$ cat src/include/spi_lock_pkg.sv
package spi_lock_pkg;

	// ---------------------------------------------------------------
	// Instruction codes
	// ---------------------------------------------------------------
	localparam logic [7:0] OP_WRITE_ENABLE = 8'h06;
	localparam logic [7:0] OP_WRITE_DISABLE = 8'h04;
	localparam logic [7:0] OP_READ_LOCK = 8'h3D;
	localparam logic [7:0] OP_GLOBAL_LOCK = 8'h7E;
	localparam logic [7:0] OP_GLOBAL_UNLOCK = 8'h98;
	localparam logic [7:0] OP_RESET_ENABLE = 8'h66;
	localparam logic [7:0] OP_RESET_DEVICE = 8'h99;

	// ---------------------------------------------------------------
	// Frame and lock array layout
	// ---------------------------------------------------------------
	localparam int OPCODE_BITS = 8;
	localparam int ADDR_BITS = 24;
	localparam int QUERY_BITS = 32;
	localparam int READ_BITS = 8;
	localparam int LOCK_COUNT = 64;
	localparam int LOCK_IDX_W = 6;
	localparam int LOCK_IDX_LSB = 16;
	localparam int SECTOR_IDX_W = 4;
	localparam int SECTOR_IDX_LSB = 12;
	localparam logic [LOCK_COUNT-1:0] LOCKS_AT_RESET = '1;

	// ---------------------------------------------------------------
	// Timing
	// ---------------------------------------------------------------
	localparam int CLK_PERIOD_NS = 40;
	localparam int RESET_TIME_NS = 30000;
	localparam int RESET_CYCLES =
		(RESET_TIME_NS + CLK_PERIOD_NS - 1) / CLK_PERIOD_NS;
	localparam int SCK_HALF_CYCLES = 8;
	localparam int GAP_CYCLES = 2 * SCK_HALF_CYCLES;
	localparam int CNT_W = 10;

	// ---------------------------------------------------------------
	// Host register map
	// ---------------------------------------------------------------
	localparam logic [3:0] REG_CMD = 4'h0;
	localparam logic [3:0] REG_ADDR = 4'h4;
	localparam logic [3:0] REG_STATUS = 4'h8;
	localparam int CMD_ADDR_BIT = 8;
	localparam int CMD_READ_BIT = 9;
	localparam int STATUS_BUSY_BIT = 0;
	localparam int STATUS_DATA_LSB = 8;
	localparam logic [1:0] RESP_OKAY = 2'h0;
	localparam logic [1:0] RESP_SLVERR = 2'h2;

	typedef enum logic [1:0] {H_IDLE, H_SHIFT, H_GAP} host_state_t;

endpackage

$ cat src/include/spi_lock_if.sv
`timescale 1ns/10ps
interface spi_lock_if;
	logic cs_n;
	logic sck;
	logic mosi;
	logic miso;
	logic miso_oe;

	modport device (input cs_n, input sck, input mosi,
		output miso, output miso_oe);
	modport host (output cs_n, output sck, output mosi,
		input miso, input miso_oe);
endinterface

$ cat src/lock_reset_device.sv
`timescale 1ns/10ps
module lock_reset_device (
	// System
	input wire logic aclk,
	input wire logic aresetn,
	// Serial link
	spi_lock_if.device link,
	// Protection configuration
	input wire logic per_block_protect_select,
	input wire logic protect_complement,
	input wire logic sector_granularity,
	input wire logic top_bottom_select,
	input wire logic [2:0] protect_range_bits,
	// Core state inputs
	input wire logic suspend_set,
	input wire logic wrap_load,
	input wire logic [2:0] wrap_value,
	// Erase and program check
	input wire logic check_valid,
	input wire logic [spi_lock_pkg::ADDR_BITS-1:0] check_addr,
	output logic check_done,
	output logic check_refused,
	// Volatile state
	output logic write_enable_latch_bit,
	output logic suspend_flag,
	output logic [2:0] wrap_setting_bits,
	output logic core_abort,
	output logic reset_busy
);
	import spi_lock_pkg::*;

	// ---------------------------------------------------------------
	// Pin synchronisers and edge detection
	// ---------------------------------------------------------------
	logic [2:0] pin_meta;
	logic [2:0] pin_sync;
	logic sck_prev;
	logic cs_prev;
	logic cs_s;
	logic sck_s;
	logic mosi_s;
	logic sck_rise;
	logic sck_fall;
	logic frame_start;
	logic frame_end;

	// Two flops per pin; only the second one is looked at
	always_ff @(posedge aclk) begin
		if (!aresetn) begin
			pin_meta <= 3'h4;
			pin_sync <= 3'h4;
		end else begin
			pin_meta <= {link.cs_n, link.sck, link.mosi};
			pin_sync <= pin_meta;
		end
	end

	assign cs_s = pin_sync[2];
	assign sck_s = pin_sync[1];
	assign mosi_s = pin_sync[0];

	// Previous levels for edge finding
	always_ff @(posedge aclk) begin
		if (!aresetn) begin
			sck_prev <= 1'b0;
			cs_prev <= 1'b1;
		end else begin
			sck_prev <= sck_s;
			cs_prev <= cs_s;
		end
	end

	// Clock edges count only inside a frame
	assign sck_rise = sck_s & ~sck_prev & ~cs_s;
	assign sck_fall = ~sck_s & sck_prev & ~cs_s;
	assign frame_start = ~cs_s & cs_prev;
	assign frame_end = cs_s & ~cs_prev;

	// ---------------------------------------------------------------
	// Instruction shifter
	// ---------------------------------------------------------------
	logic [5:0] bit_cnt;
	logic [QUERY_BITS-1:0] shreg;
	logic [QUERY_BITS-1:0] next_shreg;
	logic [7:0] opcode;
	logic [LOCK_COUNT-1:0] locks;
	logic [CNT_W-1:0] busy_cnt;
	logic reset_armed;
	logic exec;
	logic instr_end;
	logic do_reset;

	assign next_shreg = {shreg[QUERY_BITS-2:0], mosi_s};

	// Bits are taken on rising link edges, count saturates
	always_ff @(posedge aclk) begin
		if (!aresetn || frame_start) begin
			bit_cnt <= 6'h00;
			shreg <= '0;
		end else if (sck_rise) begin
			shreg <= next_shreg;
			if (bit_cnt != 6'h3F)
				bit_cnt <= bit_cnt + 6'h01;
		end
	end

	// Opcode is kept once its eighth bit arrives
	always_ff @(posedge aclk) begin
		if (!aresetn)
			opcode <= 8'h00;
		else if (sck_rise && bit_cnt == 6'(OPCODE_BITS - 1))
			opcode <= next_shreg[7:0];
	end

	// A frame counts as an instruction once a full opcode was seen;
	// while the reset interval runs every frame is dropped
	assign instr_end = frame_end && !reset_busy &&
		bit_cnt >= 6'(OPCODE_BITS);
	assign exec = instr_end && bit_cnt == 6'(OPCODE_BITS);
	assign do_reset = exec && opcode == OP_RESET_DEVICE &&
		reset_armed;

	// ---------------------------------------------------------------
	// Reset sequencing
	// ---------------------------------------------------------------
	// Any instruction other than 66h leaves the armed state
	always_ff @(posedge aclk) begin
		if (!aresetn || core_abort)
			reset_armed <= 1'b0;
		else if (instr_end)
			reset_armed <= exec && opcode == OP_RESET_ENABLE;
	end

	// One-cycle abort towards the array core
	always_ff @(posedge aclk) begin
		if (!aresetn)
			core_abort <= 1'b0;
		else
			core_abort <= do_reset;
	end

	// Busy window after a soft reset
	always_ff @(posedge aclk) begin
		if (!aresetn) begin
			busy_cnt <= '0;
			reset_busy <= 1'b0;
		end else if (do_reset) begin
			busy_cnt <= CNT_W'(RESET_CYCLES);
			reset_busy <= 1'b1;
		end else if (busy_cnt != '0) begin
			busy_cnt <= busy_cnt - 1'b1;
			reset_busy <= busy_cnt != CNT_W'(1);
		end
	end

	// ---------------------------------------------------------------
	// Volatile state
	// ---------------------------------------------------------------
	// Write enable latch; a global command spends it
	always_ff @(posedge aclk) begin
		if (!aresetn || core_abort)
			write_enable_latch_bit <= 1'b0;
		else if (exec) begin
			case (opcode)
				OP_WRITE_ENABLE: write_enable_latch_bit <= 1'b1;
				OP_WRITE_DISABLE: write_enable_latch_bit <= 1'b0;
				OP_GLOBAL_LOCK,
				OP_GLOBAL_UNLOCK: write_enable_latch_bit <= 1'b0;
				default: write_enable_latch_bit <= write_enable_latch_bit;
			endcase
		end
	end

	// Suspend and wrap settings are lost on soft reset
	always_ff @(posedge aclk) begin
		if (!aresetn || core_abort) begin
			suspend_flag <= 1'b0;
			wrap_setting_bits <= 3'h0;
		end else begin
			if (suspend_set)
				suspend_flag <= 1'b1;
			if (wrap_load)
				wrap_setting_bits <= wrap_value;
		end
	end

	// Lock array; global commands obey the latch only
	always_ff @(posedge aclk) begin
		if (!aresetn || core_abort)
			locks <= LOCKS_AT_RESET;
		else if (exec && write_enable_latch_bit) begin
			if (opcode == OP_GLOBAL_LOCK)
				locks <= '1;
			else if (opcode == OP_GLOBAL_UNLOCK)
				locks <= '0;
		end
	end

	// ---------------------------------------------------------------
	// Lock query answer
	// ---------------------------------------------------------------
	logic query_on;
	logic [7:0] out_byte;

	// Byte is loaded at the last address bit and shifted out on
	// falling edges; the pin stays undriven outside that phase
	always_ff @(posedge aclk) begin
		if (!aresetn || frame_end || frame_start) begin
			query_on <= 1'b0;
			out_byte <= 8'h00;
			link.miso <= 1'b0;
			link.miso_oe <= 1'b0;
		end else if (sck_rise && !reset_busy &&
			bit_cnt == 6'(QUERY_BITS - 1) && opcode == OP_READ_LOCK) begin
			query_on <= 1'b1;
			out_byte <= {7'h00,
				locks[next_shreg[LOCK_IDX_LSB +: LOCK_IDX_W]]};
		end else if (sck_fall && query_on) begin
			link.miso <= out_byte[7];
			link.miso_oe <= 1'b1;
			out_byte <= {out_byte[6:0], 1'b0};
		end
	end

	// ---------------------------------------------------------------
	// Erase and program guard
	// ---------------------------------------------------------------
	// Range protection from the status bits; top_bottom_select high
	// protects from the bottom of the array up
	function automatic logic range_hit(
		input logic [ADDR_BITS-1:0] addr);
		logic [LOCK_IDX_W-1:0] blk;
		logic [SECTOR_IDX_W-1:0] sec;
		logic [6:0] size;
		logic hit;
		blk = addr[LOCK_IDX_LSB +: LOCK_IDX_W];
		sec = addr[SECTOR_IDX_LSB +: SECTOR_IDX_W];
		size = 7'h01 << (protect_range_bits - 3'h1);
		hit = 1'b0;
		if (protect_range_bits == 3'h0)
			hit = 1'b0;
		else if (!sector_granularity)
			hit = top_bottom_select ? ({1'b0, blk} < size) :
				({1'b0, blk} >= 7'(LOCK_COUNT) - size);
		else if (top_bottom_select)
			hit = blk == '0 && {3'h0, sec} < size;
		else
			hit = blk == '1 && {3'h0, sec} >= 7'h10 - size;
		return hit ^ protect_complement;
	endfunction

	// Registered verdict one cycle after each request
	always_ff @(posedge aclk) begin
		if (!aresetn) begin
			check_done <= 1'b0;
			check_refused <= 1'b0;
		end else begin
			check_done <= check_valid;
			if (per_block_protect_select)
				check_refused <= check_valid && (reset_busy ||
					locks[check_addr[LOCK_IDX_LSB +: LOCK_IDX_W]]);
			else
				check_refused <= check_valid &&
					(reset_busy || range_hit(check_addr));
		end
	end

endmodule

$ cat src/flat_wrapper.sv
// flat-port wrapper written by rule: the top's interface ports become plain ports
module lock_reset_device_flat import spi_lock_pkg::*;
  (aclk, aresetn, per_block_protect_select, protect_complement, sector_granularity, top_bottom_select, protect_range_bits, suspend_set, wrap_load, wrap_value, check_valid, check_addr, check_done, check_refused, write_enable_latch_bit, suspend_flag, wrap_setting_bits, core_abort, reset_busy, link_cs_n, link_sck, link_mosi, link_miso, link_miso_oe);
  spi_lock_if link_i ();
  input wire logic aclk;
  input wire logic aresetn;
  input wire logic per_block_protect_select;
  input wire logic protect_complement;
  input wire logic sector_granularity;
  input wire logic top_bottom_select;
  input wire logic [2:0] protect_range_bits;
  input wire logic suspend_set;
  input wire logic wrap_load;
  input wire logic [2:0] wrap_value;
  input wire logic check_valid;
  input wire logic [spi_lock_pkg::ADDR_BITS-1:0] check_addr;
  output logic check_done;
  output logic check_refused;
  output logic write_enable_latch_bit;
  output logic suspend_flag;
  output logic [2:0] wrap_setting_bits;
  output logic core_abort;
  output logic reset_busy;
  input wire logic [$bits(link_i.cs_n)-1:0] link_cs_n;
  input wire logic [$bits(link_i.sck)-1:0] link_sck;
  input wire logic [$bits(link_i.mosi)-1:0] link_mosi;
  output wire logic [$bits(link_i.miso)-1:0] link_miso;
  output wire logic [$bits(link_i.miso_oe)-1:0] link_miso_oe;
  assign link_i.cs_n = link_cs_n;
  assign link_i.sck = link_sck;
  assign link_i.mosi = link_mosi;
  assign link_miso = link_i.miso;
  assign link_miso_oe = link_i.miso_oe;
  lock_reset_device u_core (.aclk(aclk), .aresetn(aresetn), .link(link_i), .per_block_protect_select(per_block_protect_select), .protect_complement(protect_complement), .sector_granularity(sector_granularity), .top_bottom_select(top_bottom_select), .protect_range_bits(protect_range_bits), .suspend_set(suspend_set), .wrap_load(wrap_load), .wrap_value(wrap_value), .check_valid(check_valid), .check_addr(check_addr), .check_done(check_done), .check_refused(check_refused), .write_enable_latch_bit(write_enable_latch_bit), .suspend_flag(suspend_flag), .wrap_setting_bits(wrap_setting_bits), .core_abort(core_abort), .reset_busy(reset_busy));
endmodule
$ cat config.mk
export PLATFORM = sky130hd
export DESIGN_NAME = lock_reset_device_flat
export DESIGN_NICKNAME = d
export VERILOG_FILES = /design/src/include/spi_lock_pkg.sv /design/src/include/spi_lock_if.sv /design/src/lock_reset_device.sv /design/src/flat_wrapper.sv
export SDC_FILE = /design/constraint.sdc
export NUM_CORES = 1
export LEC_CHECK = 0
export BUFFER_PORTS_ARGS = -buffer_cell sky130_fd_sc_hd__buf_2
export CORE_ASPECT_RATIO = 0.6
export CORE_MARGIN = 4
export CORE_UTILIZATION = 45
export DETAILED_ROUTE_END_ITERATION = 12
export HOLD_SLACK_MARGIN = 0.15
export PLACE_DENSITY = 0.75
export REMOVE_ABC_BUFFERS = 1
export SLEW_MARGIN = 15
export SYNTH_ARGS = -nofsm -noshare
export SYNTH_HDL_FRONTEND = slang
export SYNTH_SLANG_ARGS = --single-unit
$ cat constraint.sdc
create_clock -name aclk -period 4.4 [get_ports aclk]
set_input_delay 0.22 -clock aclk [delete_from_list [all_inputs] [get_ports aclk]]
set_output_delay 0.22 -clock aclk [all_outputs]
set_load 0.02 [all_outputs]
== Word-level counts from Yosys, hierarchy flattened ==
Cells that the tools add are included.
Word-level totals
  bits in writable memories: 0
  bits in registers: 138
  input bits: 42
  memories: 0
  output and inout port bits: 11
  logic and storage cells: 120
  latch bits: 0
  bits in read-only memories: 0
Cells by class
  equality and inequality tests: 13
  $add $sub $neg: 5
  shift-type cells: 1
  bitwise logic cells: 13
  reduce and logical (&&, ||, !) cells: 38
  muxes and demuxes: 20
  $mul: 0
  $lt $le $gt $ge: 7
  divide/modulo/power cells: 0
Operators by type and width (number)
  $mux 64: 2
  $mux 10: 2
  $eq 8x3->1 const B: 2
  $eq 8x7->1 const B: 2
  $eq 8x8->1 const B: 2
  $logic_and 1x1->1: 16
  $lt 6x7->1 const B: 2
  $mux 1: 13
  $bmux 1 s6: 2
  $ne 10x1->1 const B: 1
  $reduce_bool 10->1: 1
  $sub 10x1->10 const B: 1
  $eq 8x6->1 const B: 1
  $reduce_and 2->1: 4
  $reduce_bool 2->1: 4
  $ge 4x7->1: 1
  $ge 6x7->1: 1
  $lt 4x7->1: 1
  $lt 6x7->1: 1
  $shl 1x3->7 const A: 1
  $sub 5x7->7 const A: 1
  $sub 7x7->7 const A: 1
  $add 6x1->6 const B: 1
  $and 1x1->1: 6
  other kinds (16): 28

== Logic depth before layout (Yosys ltp) ==
Gate-level depths: netlist of run 1.
  depth in word-level cells: 14
  mapped depth: 16
  mapped depth without buffers: 14

== Worst setup path before layout of run 1 ==
No wires, ideal clock.
  path kind: input port to flip-flop
  from: in protect_range_bits[1]
  to: reg u_core.check_refused
  arrival: 3126 ps
  cell stages on the path: 16
  required time: 4283 ps
  setup slack: 1158 ps
  buffers on the path: 2
  library setup time: 117 ps
  path through: clkbuf_8 > nor2_1 > ha_1 > clkbuf_8 > nand2_1 > ha_1 > nor2b_1 > nand2_1 > xnor2_1 > ha_1 > or2_2 > a2111oi_0 > or3_1 > o21ai_0 > a2111oi_0 > and4b_1
On the way
  cells in the longest elaborated chain, start to end: 14
  elaborated cells between the ends (all ways): 21
  those cells by class: add/sub (3); order compare (4); shift (1); mux (7); bitwise (1); reduce/logical (5)
Ends and longest elaborated chain
  from (decl): line flat_wrapper.sv:11  | input wire logic [2:0] protect_range_bits;
  $sub 3x1->3: line lock_reset_device.sv:238  | size = 7'h01 << (protect_range_bits - 3'h1);
  $shl 1x3->7: line lock_reset_device.sv:238
  $sub 5x7->7: line lock_reset_device.sv:248  | hit = blk == '1 && {3'h0, sec} >= 7'h10 - size;
  $ge 4x7->1: line lock_reset_device.sv:248
  $logic_and 1x1->1: line lock_reset_device.sv:248
  $mux 1: line lock_reset_device.sv:245  | else if (top_bottom_select)
  $mux 1: line lock_reset_device.sv:242  | else if (!sector_granularity)
  $mux 1 (*): line lock_reset_device.sv:240  | if (protect_range_bits == 3'h0)
  $mux 1 (*): line lock_reset_device.sv:259  | if (per_block_protect_select)
  $mux 1 (*): line lock_reset_device.sv:254  | if (!aresetn) begin
  $xor 1x1->1 (*): line lock_reset_device.sv:249  | return hit ^ protect_complement;
  $logic_or 1x1->1 (*): line lock_reset_device.sv:264  | (reset_busy || range_hit(check_addr));
  $logic_and 1x1->1 (*): line lock_reset_device.sv:263  | check_refused <= check_valid &&
  $mux 1 (*): line lock_reset_device.sv:259
  to (signal assigned): line lock_reset_device.sv:260  | check_refused <= check_valid && (reset_busy ||
  to (signal assigned): line lock_reset_device.sv:263
  to (decl): line lock_reset_device.sv:22  | output logic check_refused,
Mark *: on every way between the ends. The rest lies on a longest branch, timed or not. The select of a mux whose other input is x is not followed.
A chain may end at the register's enable or synchronous reset.

== Worst setup path in the final report of run 1 ==
Ends and elaborated chain as after synthesis.

==> results of run 1 <==
==> through the flow <==
stage,total power [W],util
finish,0.001689,0.5610
global route,0.001780,0.5610
CTS,0.001699,0.5610
detailed placement,0.0009895,0.5076
global placement,0.0009699,0.5076
floorplan,0.0008943,-
==> power groups by stage <==
stage	sequential, W	clock (W)	combinational (W)
2_1_floorplan	0.000638	0	0.000256
3_3_place_gp	0.000636	0	0.000334
3_5_place_dp	0.000639	0	0.000350
4_1_cts	0.000628	0.000714	0.000358
5_1_grt	0.000634	0.000740	0.000405
6_report	0.000629	0.000703	0.000357
==> state kept, by name (all words and copies together), names as in the netlist, 3 cells and up <==
| name | cells |
|---|---|
| u_core.bit_cnt | 6 |
| u_core.busy_cnt | 10 |
| u_core.opcode | 8 |
| u_core.out_byte | 8 |
| u_core.pin_meta | 3 |
| u_core.pin_sync | 3 |
| u_core.shreg | 7 |
| u_core.wrap_setting_bits | 3 |
==> cell type report <==
class                      count  area [µm²]  share of cell area
clock inverter                 3       43.79             0.01145
timing repair buffer          46       265.3             0.06933
inverter                      18       67.56             0.01766
tap                           87       108.9             0.02845
multi-input combinational    281        1859              0.4859
sequential                    61        1221              0.3192
clock buffer                  13       260.3             0.06802
==> routing by layer <==
layer  vias up  part of all wire  global-route usage
met2        95              0.40              0.2469
met4         0             0.017             0.05725
li1       1389                 -                   -
met3        14             0.077             0.06584
met5         -                 0                   0
met1      1262              0.51              0.2619
==> kinds of logic (layout without fill, tap and decap cells) <==
| group | Yosys count | after routing | synth area share |
|---|---|---|---|
| AOI/OAI and AO/OA | 57 | 57 | 0.1151 |
| muxes | 21 | 21 | 0.06532 |
| DFF | 61 | 61 | 0.3795 |
| buffers and inverters | 31 | 80 | 0.04471 |
| adders and majority gates | 20 | 20 | 0.07737 |
| and+or+nand+nor | 170 | 170 | 0.2745 |
| xor gates and xnor gates | 13 | 13 | 0.04355 |
==> synthesized netlist by cell type (3+ instances only) <==
cell type | n | area share
o21ai_0 | 10 | 0.016
xnor2_1 | 8 | 0.022
or3_1 | 4 | 0.0078
ha_1 | 19 | 0.074
nor2b_1 | 7 | 0.014
nand4_1 | 7 | 0.014
nor3b_1 | 4 | 0.0093
nand2_1 | 35 | 0.041
o21a_1 | 3 | 0.0070
nand2b_1 | 11 | 0.021
nor4_1 | 4 | 0.0078
clkbuf_1 | 9 | 0.010
mux2i_1 | 21 | 0.065
inv_1 | 17 | 0.020
dfxtp_1 | 61 | 0.38
and2_1 | 8 | 0.016
nor3_1 | 8 | 0.012
nor2_1 | 54 | 0.063
a21oi_1 | 22 | 0.034
nand3_1 | 11 | 0.017
xor2_1 | 3 | 0.0082
==> critical path: stages <==
cell and delay (ps):
buf_2 250, nor2_1 110, ha_1 440, nand2_1 180, ha_1 270, nor2b_1 240, nand2_1 90, xnor2_1 150
ha_1 190, or2_2 310, a2111oi_0 280, or3_1 180, o21ai_0 110, a2111oi_0 380, and4b_1 240
==> cell usage in the layout (no fill, tap or decap), types with 3 or more instances in the layout <==
| cell | n |
|---|---|
| inv_1 | 17 |
| nand2b_1 | 11 |
| nor2_1 | 54 |
| dfxtp_1 | 61 |
| o21ai_0 | 10 |
| or3_1 | 4 |
| xor2_1 | 3 |
| nand2_1 | 35 |
| and2_1 | 8 |
| buf_2 | 38 |
| dlygate4sd3_1 | 6 |
| o21a_1 | 3 |
| nor3_1 | 8 |
| mux2i_1 | 21 |
| clkbuf_16 | 9 |
| a21oi_1 | 22 |
| nor4_1 | 4 |
| ha_1 | 19 |
| xnor2_1 | 8 |
| nand3_1 | 11 |
| nor2b_1 | 7 |
| nor3b_1 | 4 |
| nand4_1 | 7 |
==> final timing paths <==
kind / start / to / slack, ps
worst min-delay path: check_valid / u_core.check_done / 170
worst max-delay path: protect_range_bits[1] / u_core.check_refused / 960
worst max register to register: u_core.busy_cnt[5] / u_core.busy_cnt[5] / 2330
worst min register to register: u_core.pin_meta[2] / u_core.pin_sync[2] / 410
==> reports/results.ini, run 1 <==
[run_status]
status=completed

[sta]
maxSlewViolCount=0
maxSlewHeadroom=0.5232
setup_ws_ps=956.4
min_period_ps=3444
period_share=0.7826
rsz0062_at_grt=false
max_freq_ghz=0.2904
setup_viol=0
fin_setup_tns_ps=0
skew_ps=7.215
hold_slack_ps=168.1
hold_viol_final=0
worstMarginPinSlew_ps=709.9

[pwr]
p_int_w=0.001217
cellPowerDensity_nw_per_um2=441.3
switching_power_w=0.0004712
ir_drop_mv=0.2065
seqPwrFrac=0.372
p_leak_nw=1.530
pwr-share-comb=0.211
clockPowerShare=0.416
power.share.switching=0.2791

[routing]
routedWlPerCell_um=14.10
vias_per_cell=5.422
wl_mm=7.176
drtAntennaViolNets=0
drc=0
num_vias=2760
detail_route.first_pass.iterations=5
drt_iter0_drc=218

[die]
die-area_um2=8613
fp.dieW_um=117.2
fp.dieH_um=73.51
num_io_pins=53
core_area_um2=6820
start_util=0.4718
row_count=23

[clock_tree]
cts_hold_buf=6
cts_setup_buffers=0
clk_pin_slew_ps=50
clock_sinks=61
htree_num_levels=3
clock_latency_ps=330
root_buffer=clkbuf_16
cts_buffers=9
cts_resized=0
cts_tree=done
cts.path.max_buffers=2

[hold_path]
hold_class=in2reg
hold_depth=2

[worst_setup_path]
cp-start-kind=input pin
ff2ff_path_depth=7
end_kind=register
crit_type=in2reg
worstPathRequired_ps=4620
arrival_ps=3660
crit_path_max_fanout=10

[layout]
nets=478
synthToLayoutAreaGrowth_pct=18.90
insertedDiodeCount=0
drive_gt1_frac=0.1659
final.fill_count=598
layoutNonFillerInstCount=509
final_area_um2=3826

[place]
placed_cells=487
gp_congestion=0.8884
io_buffer_count=38
placed_cell_area_um2=3462
hpwl_mm=5.411
pre_cts_slack_ps=692.7

[logic_synthesis]
synth-edff-count=0
ys_seq_elements=61
ys_async_sr_fraction=0
synth_warnings=0
mappedNetlistArea_um2=3218
netlist_instances=373
synthFlopType=dfxtp_1
ys_types=58
syn_area_per_cell_um2=8.628
ys_seq_area_frac=0.3795

[grt]
grt_max_degree=18
grt_pass1_vias=2566
grt_pass1_wl_mm=12.03
grt_overflow=0
grt_use_total=0.1807
antenna_found_initial=0

[run]
maxCapViolCount=0

(Power assumes the default switching activity.)
==> run 2: changes to the inputs <==
Settings changed: PLACE_DENSITY 0.75 to 0.78.
Clock period 4.4 ns to 2.8 ns, I/O delays scaled along.
==> run 2 against run 1 <==
Compared with the run above:
- utilization increased by 3.4 points
- wire length rose by 4.2%
- sequential share of layout area shrank 1.8 points
- register-to-register slack worse by 1600 ps
- highest routed layer unchanged
==> reports/results.ini, run 2 (same netlist as run 1, synthesis figures left out) <==
[hold_path]
hold_class=in2reg
hold_depth=3  ; +1
min_from=wrap_load
holdPathEnd=u_core.wrap_setting_bits[2]

[grt]
grt_use_met3=0.05844  ; -0.007407
grt_pass1_wl_mm=12.36  ; +2.7%
grt_use_total=0.1875  ; +0.006871
gr-usage-met2=0.2719  ; +0.02506
grt.busiest_layer=met2
antenna_found_initial=0  ; unchanged
grt_use_met1=0.2645  ; +0.002632
grt_pass1_vias=2667  ; +3.9%
grt_overflow=0  ; unchanged
grt_max_degree=18  ; unchanged

[worst_setup_path]
r2r-end=u_core.busy_cnt[5]
end_kind=register
crit_type=in2reg
worstPathRequired_ps=3020  ; -1600 ps
critPathBufInv=2  ; +1
ff2ff_path_depth=7  ; unchanged
crit_slowest_cell=a2111oi_2
slowest_delay_ps=350  ; -90 ps
crit_chain=buf_2, buf_4, and2b_2, nand2_1, ha_1, nor2b_2, nand2_1, xnor2_1, ha_1, or2_2, a2111oi_2, or3_1, o21ai_1, a2111oi_2, and4b_1
arrival_ps=2840  ; -820 ps
r2r-start=u_core.busy_cnt[5]
crit_path_max_fanout=10  ; unchanged
cp-start-kind=input pin
path_delay_family=simple AND/OR/NAND/NOR gates
rrSetupSlack_ps=710  ; -1620 ps

[run]
maxCapViolCount=0  ; unchanged

[layout]
final_cell_mix=dfxtp_1, nor2_1, buf_2
insertedDiodeCount=0  ; unchanged
final.fill_count=549  ; -8.2%
top_regs=u_core.busy_cnt: 10 flops, u_core.opcode: 8 flops, u_core.out_byte: 8 flops
seq_area_um2=1221  ; unchanged
multiInputGateArea_um2=1894  ; +1.9%
nets=501  ; +4.8%
layoutNonFillerInstCount=532  ; +4.5%
final_common_cell=dfxtp_1
synthToLayoutAreaGrowth_pct=26.05
top_register=u_core.busy_cnt
drive_gt1_frac=0.2112  ; +0.04536
largest_reg_flops=10  ; unchanged

[clock_tree]
cts_tree=done
cts.path.max_buffers=2  ; unchanged
cts_buffers=9  ; unchanged
root_buffer=clkbuf_16
clk_pin_slew_ps=50  ; about the same
clock_sinks=61  ; unchanged
htree_num_levels=3  ; unchanged
clock_latency_ps=320  ; about the same

[sta]
hold_slack_ps=156.8  ; -11.32 ps
maxSlewHeadroom=0.5302  ; +0.006964
rsz0062_at_grt=false
setup_viol=0  ; unchanged
maxSlewViolCount=0  ; unchanged
fin_setup_tns_ps=0  ; unchanged
max_freq_ghz=0.3818
skew_ps=5.580  ; -1.635 ps
hold_viol_final=0  ; unchanged
worstMarginPinSlew_ps=699.5  ; -10.37 ps
period_share=0.9355
min_period_ps=2619

[die]
row_count=23  ; unchanged
start_util=0.4718  ; unchanged
fp.dieH_um=73.51  ; unchanged
die-area_um2=8613  ; unchanged
num_io_pins=53  ; unchanged
fp.dieW_um=117.2  ; unchanged
core_area_um2=6820  ; unchanged

[routing]
drtAntennaViolNets=0  ; unchanged
vias_per_cell=5.432  ; +0.18%
drt_iter0_drc=256  ; +17%
drc=0  ; unchanged
routedWlPerCell_um=14.06  ; -0.27%
num_vias=2890  ; +4.7%
wl_mm=7.480  ; +4.2%
detail_route.first_pass.iterations=5  ; unchanged

[pwr]
power_w=0.002710  ; +61%
cellPowerDensity_nw_per_um2=668.2  ; +51%
ir_drop_mv=0.3566  ; +73%
p_leak_nw=1.632  ; +6.7%

[place]
gp_congestion=0.8941  ; +0.64%
hpwl_mm=5.729  ; +5.9%
io_buffer_count=38  ; unchanged
placed_cells=504  ; +3.5%

[run_status]
status=completed

## run 2: worst min-delay path, cell delays in order
cell and delay [ps]:
buf_2 120, mux2i_1 80, nor2_1 90
## run 2: per-layer routing
layer	vias to the layer above	part of all wire	routed length, µm
li1	1432	-	-
met1	1331	0.49	3681
met2	113	0.41	3072
met3	14	0.080	601
met4	0	0.017	125
met5	-	0	0
## run 2: layout make-up
cell class / count / area share
Tap cell: 87 / 0.02684
Timing Repair Buffer: 69 / 0.1117
Sequential cell: 61 / 0.3010
Clock buffer: 11 / 0.06231
Multi-Input combinational cell: 281 / 0.4670
Clock inverter: 5 / 0.01450
Inverter: 18 / 0.01666
## run 2: worst max path at each step
stage	slack [ps]	start	cells after the start	end
final	180	protect_range_bits[0]	15	u_core.check_refused
after global routing	10	protect_range_bits[0]	15	u_core.check_refused
after CTS	10	protect_range_bits[1]	15	u_core.check_refused
after detailed placement	-310	protect_range_bits[1]	15	u_core.check_refused
after global placement	-150	protect_range_bits[1]	15	u_core.check_refused
after floorplan	-190	protect_range_bits[1]	14	u_core.check_refused
## run 2: power by group
part	leakage, nW	internal (W)	switching, W	total [W]
clock network	0.148	0.000735	0.000376	0.00111
logic	0.988	0.000278	0.000333	0.000611
registers	0.497	0.000930	0.0000580	0.000988
## run 2: metrics by stage
step           worst slack, ps    util  area (µm²)
2_1_floorplan           -186.6       -        3142
3_3_place_gp            -152.8  0.5263        3590
3_5_place_dp            -312.7  0.5263        3590
4_1_cts                  12.57  0.5896        4021
5_1_grt                  11.27  0.5948        4056
6_report                 180.7  0.5948        4056
## run 2: repair_timing
action,in CTS,in global routing
endpoints found under the hold margin,10,0
setup endpoints to repair,0,1
setup buffers,0,0
hold buffers,12,0
gates resized for setup,0,9
==> run 3: changes to the inputs <==
Settings changed: RECOVER_POWER set to 50.
==> run 3 against run 2 <==
Compared with the run above:
- power about the same
- sequential power barely moved
- worst setup slack got worse by 5.3 ps
- clock skew grew 0.72 ps
- global-route usage unchanged
- design area fell by 0.37%
- maximum frequency shrank 0.20%
- clock power is essentially flat
- critical path depth did not move
- count of clock-buffer cells in the layout did not move
- sequential share of layout area increased by 0.11 points
==> reports/results.ini, run 3 (same netlist as run 1, synthesis figures left out) <==
[sta]
fin_setup_tns_ps=0  ; unchanged
hold_viol_final=0  ; unchanged
maxSlewHeadroom=0.5408  ; +0.01062
min_period_ps=2625  ; +5.256 ps
worstMarginPinSlew_ps=683.7  ; -15.82 ps
period_share=0.9373  ; +0.001877
maxSlewViolCount=0  ; unchanged
rsz0062_at_grt=false
max_freq_ghz=0.3810  ; -0.20%
setup_viol=0  ; unchanged
skew_ps=6.301  ; +0.7206 ps

[die]
core_area_um2=6820  ; unchanged
start_util=0.4718  ; unchanged
row_count=23  ; unchanged
num_io_pins=53  ; unchanged
die-area_um2=8613  ; unchanged
fp.dieW_um=117.2  ; unchanged
fp.dieH_um=73.51  ; unchanged

[layout]
largest_reg_flops=10  ; unchanged
top_register=u_core.busy_cnt
final.fill_count=557  ; +1.5%
top_regs=u_core.busy_cnt: 10 flops, u_core.opcode: 8 flops, u_core.out_byte: 8 flops
final_cell_mix=dfxtp_1, nor2_1, nand2_1
drive_gt1_frac=0.1843  ; -0.02697
final_common_cell=dfxtp_1
final_core_utilization=0.5926  ; -0.002201
nets=501  ; unchanged
synthToLayoutAreaGrowth_pct=25.58
insertedDiodeCount=0  ; unchanged

[routing]
detail_route.first_pass.iterations=5  ; unchanged
drt_iter0_drc=257  ; +0.39%
vias_per_cell=5.398  ; -0.62%
num_vias=2872  ; -0.62%
drc=0  ; unchanged
wl_mm=7.505  ; +0.33%
drtAntennaViolNets=0  ; unchanged
routedWlPerCell_um=14.11  ; +0.33%

[clock_tree]
cts_tree=done
clock_latency_ps=330  ; about the same
cts_buffers=9  ; unchanged
clk_pin_slew_ps=50  ; about the same
clock_sinks=61  ; unchanged
htree_num_levels=3  ; unchanged
root_buffer=clkbuf_16
cts.path.max_buffers=2  ; unchanged

[worst_setup_path]
crit_slowest_cell=a2111oi_2
critPathBufInv=2  ; unchanged
crit_path_max_fanout=10  ; unchanged
arrival_ps=2840  ; about the same
crit_type=in2reg
r2r-start=u_core.busy_cnt[5]
slowest_delay_ps=350  ; about the same
cp-start-kind=input pin
crit_chain=buf_2, buf_4, and2b_2, nand2_1, ha_1, nor2b_2, nand2_1, xnor2_1, ha_1, or2_2, a2111oi_2, or3_1, o21ai_1, a2111oi_2, and4b_1
path_delay_family=simple AND/OR/NAND/NOR gates
end_kind=register
worstPathRequired_ps=3020  ; about the same
critPathLaunch=protect_range_bits[0]

[pwr]
seqPwrFrac=0.365  ; about the same
clockPowerShare=0.411  ; about the same
ir_drop_mv=0.3584  ; +0.50%
p_int_w=0.001940  ; -0.17%
switching_power_w=0.0007689  ; +0.23%
pwr-share-comb=0.224  ; about the same
p_leak_nw=1.583  ; -3.0%
power.share.switching=0.2838  ; +0.0008017
cellPowerDensity_nw_per_um2=670.3  ; +0.32%

[grt]
grt_max_degree=18  ; unchanged
grt_pass1_wl_mm=12.36  ; unchanged
grt_overflow=0  ; unchanged
grt_pass1_vias=2667  ; unchanged
grt_use_total=0.1875  ; unchanged
antenna_found_initial=0  ; unchanged

[hold_path]
hold_class=in2reg
min_from=wrap_load

[place]
hpwl_mm=5.729  ; unchanged
gp_congestion=0.8941  ; unchanged
io_buffer_count=38  ; unchanged

[run_status]
status=completed

[run]
maxCapViolCount=0  ; unchanged

## run 3: power by group through the flow
stage | registers (W) | clock network (W) | logic, W
after floorplan | 0.00100 | 0 | 0.000403
after global placement | 0.000998 | 0 | 0.000550
after detailed placement | 0.00100 | 0 | 0.000571
after CTS | 0.000986 | 0.00113 | 0.000599
after global routing | 0.000994 | 0.00117 | 0.000681
final | 0.000990 | 0.00111 | 0.000607
## run 3: cell type report
cell class,count,area (µm²),area share
flip-flops and latches,61,1221,0.3022
repair buffers,69,437.9,0.1084
clock buffers,11,252.7,0.06254
well taps,87,108.9,0.02693
inverters,18,67.56,0.01672
multi-input cells,281,1894,0.4687
clock inverters,5,58.81,0.01455
## run 3: worst register-to-register path, cell delays in order (launching register included)
cell and delay, ps:
dfxtp_1 330, nor3_1 260, nand2b_1 160, nor4b_2 570
a211oi_1 230, nor2b_1 190, xnor2_1 130, a21oi_1 80
## run 3: metrics by stage
step                setup slack, ps  cell area, µm²  std cells  power (W)  hold slack, ps
floorplan                    -186.6            3142        360   0.001405           213.0
CTS                           12.57            4021        532   0.002715           163.3
finish                        175.4            4041        532   0.002709           158.1
detailed placement           -312.7            3590        504   0.001575           326.0
global placement             -152.8            3590        504   0.001548           328.7
global route                  11.28            4041        532   0.002846           170.4
## run 3: path summary, 6_finish.rpt
kind                                       to  slack, ps  depth (start not counted)
hold / removal    u_core.wrap_setting_bits[2]        160                          3
setup reg to reg           u_core.busy_cnt[5]        730                          7
hold reg to reg            u_core.pin_sync[2]        410                          1
setup / recovery         u_core.check_refused        180                         15
## run 3: metal layers
metal	track usage	routed length, µm
met3	0.05844	622
met1	0.2645	3694
met4	0.06107	121
met2	0.2719	3067
met5	0	0
## run 3: timing repair
item,CTS,global route
setup buffers,0,0
hold endpoints to repair,10,0
resized for setup,0,9
hold buffers,12,0
endpoints found under the setup margin,0,1
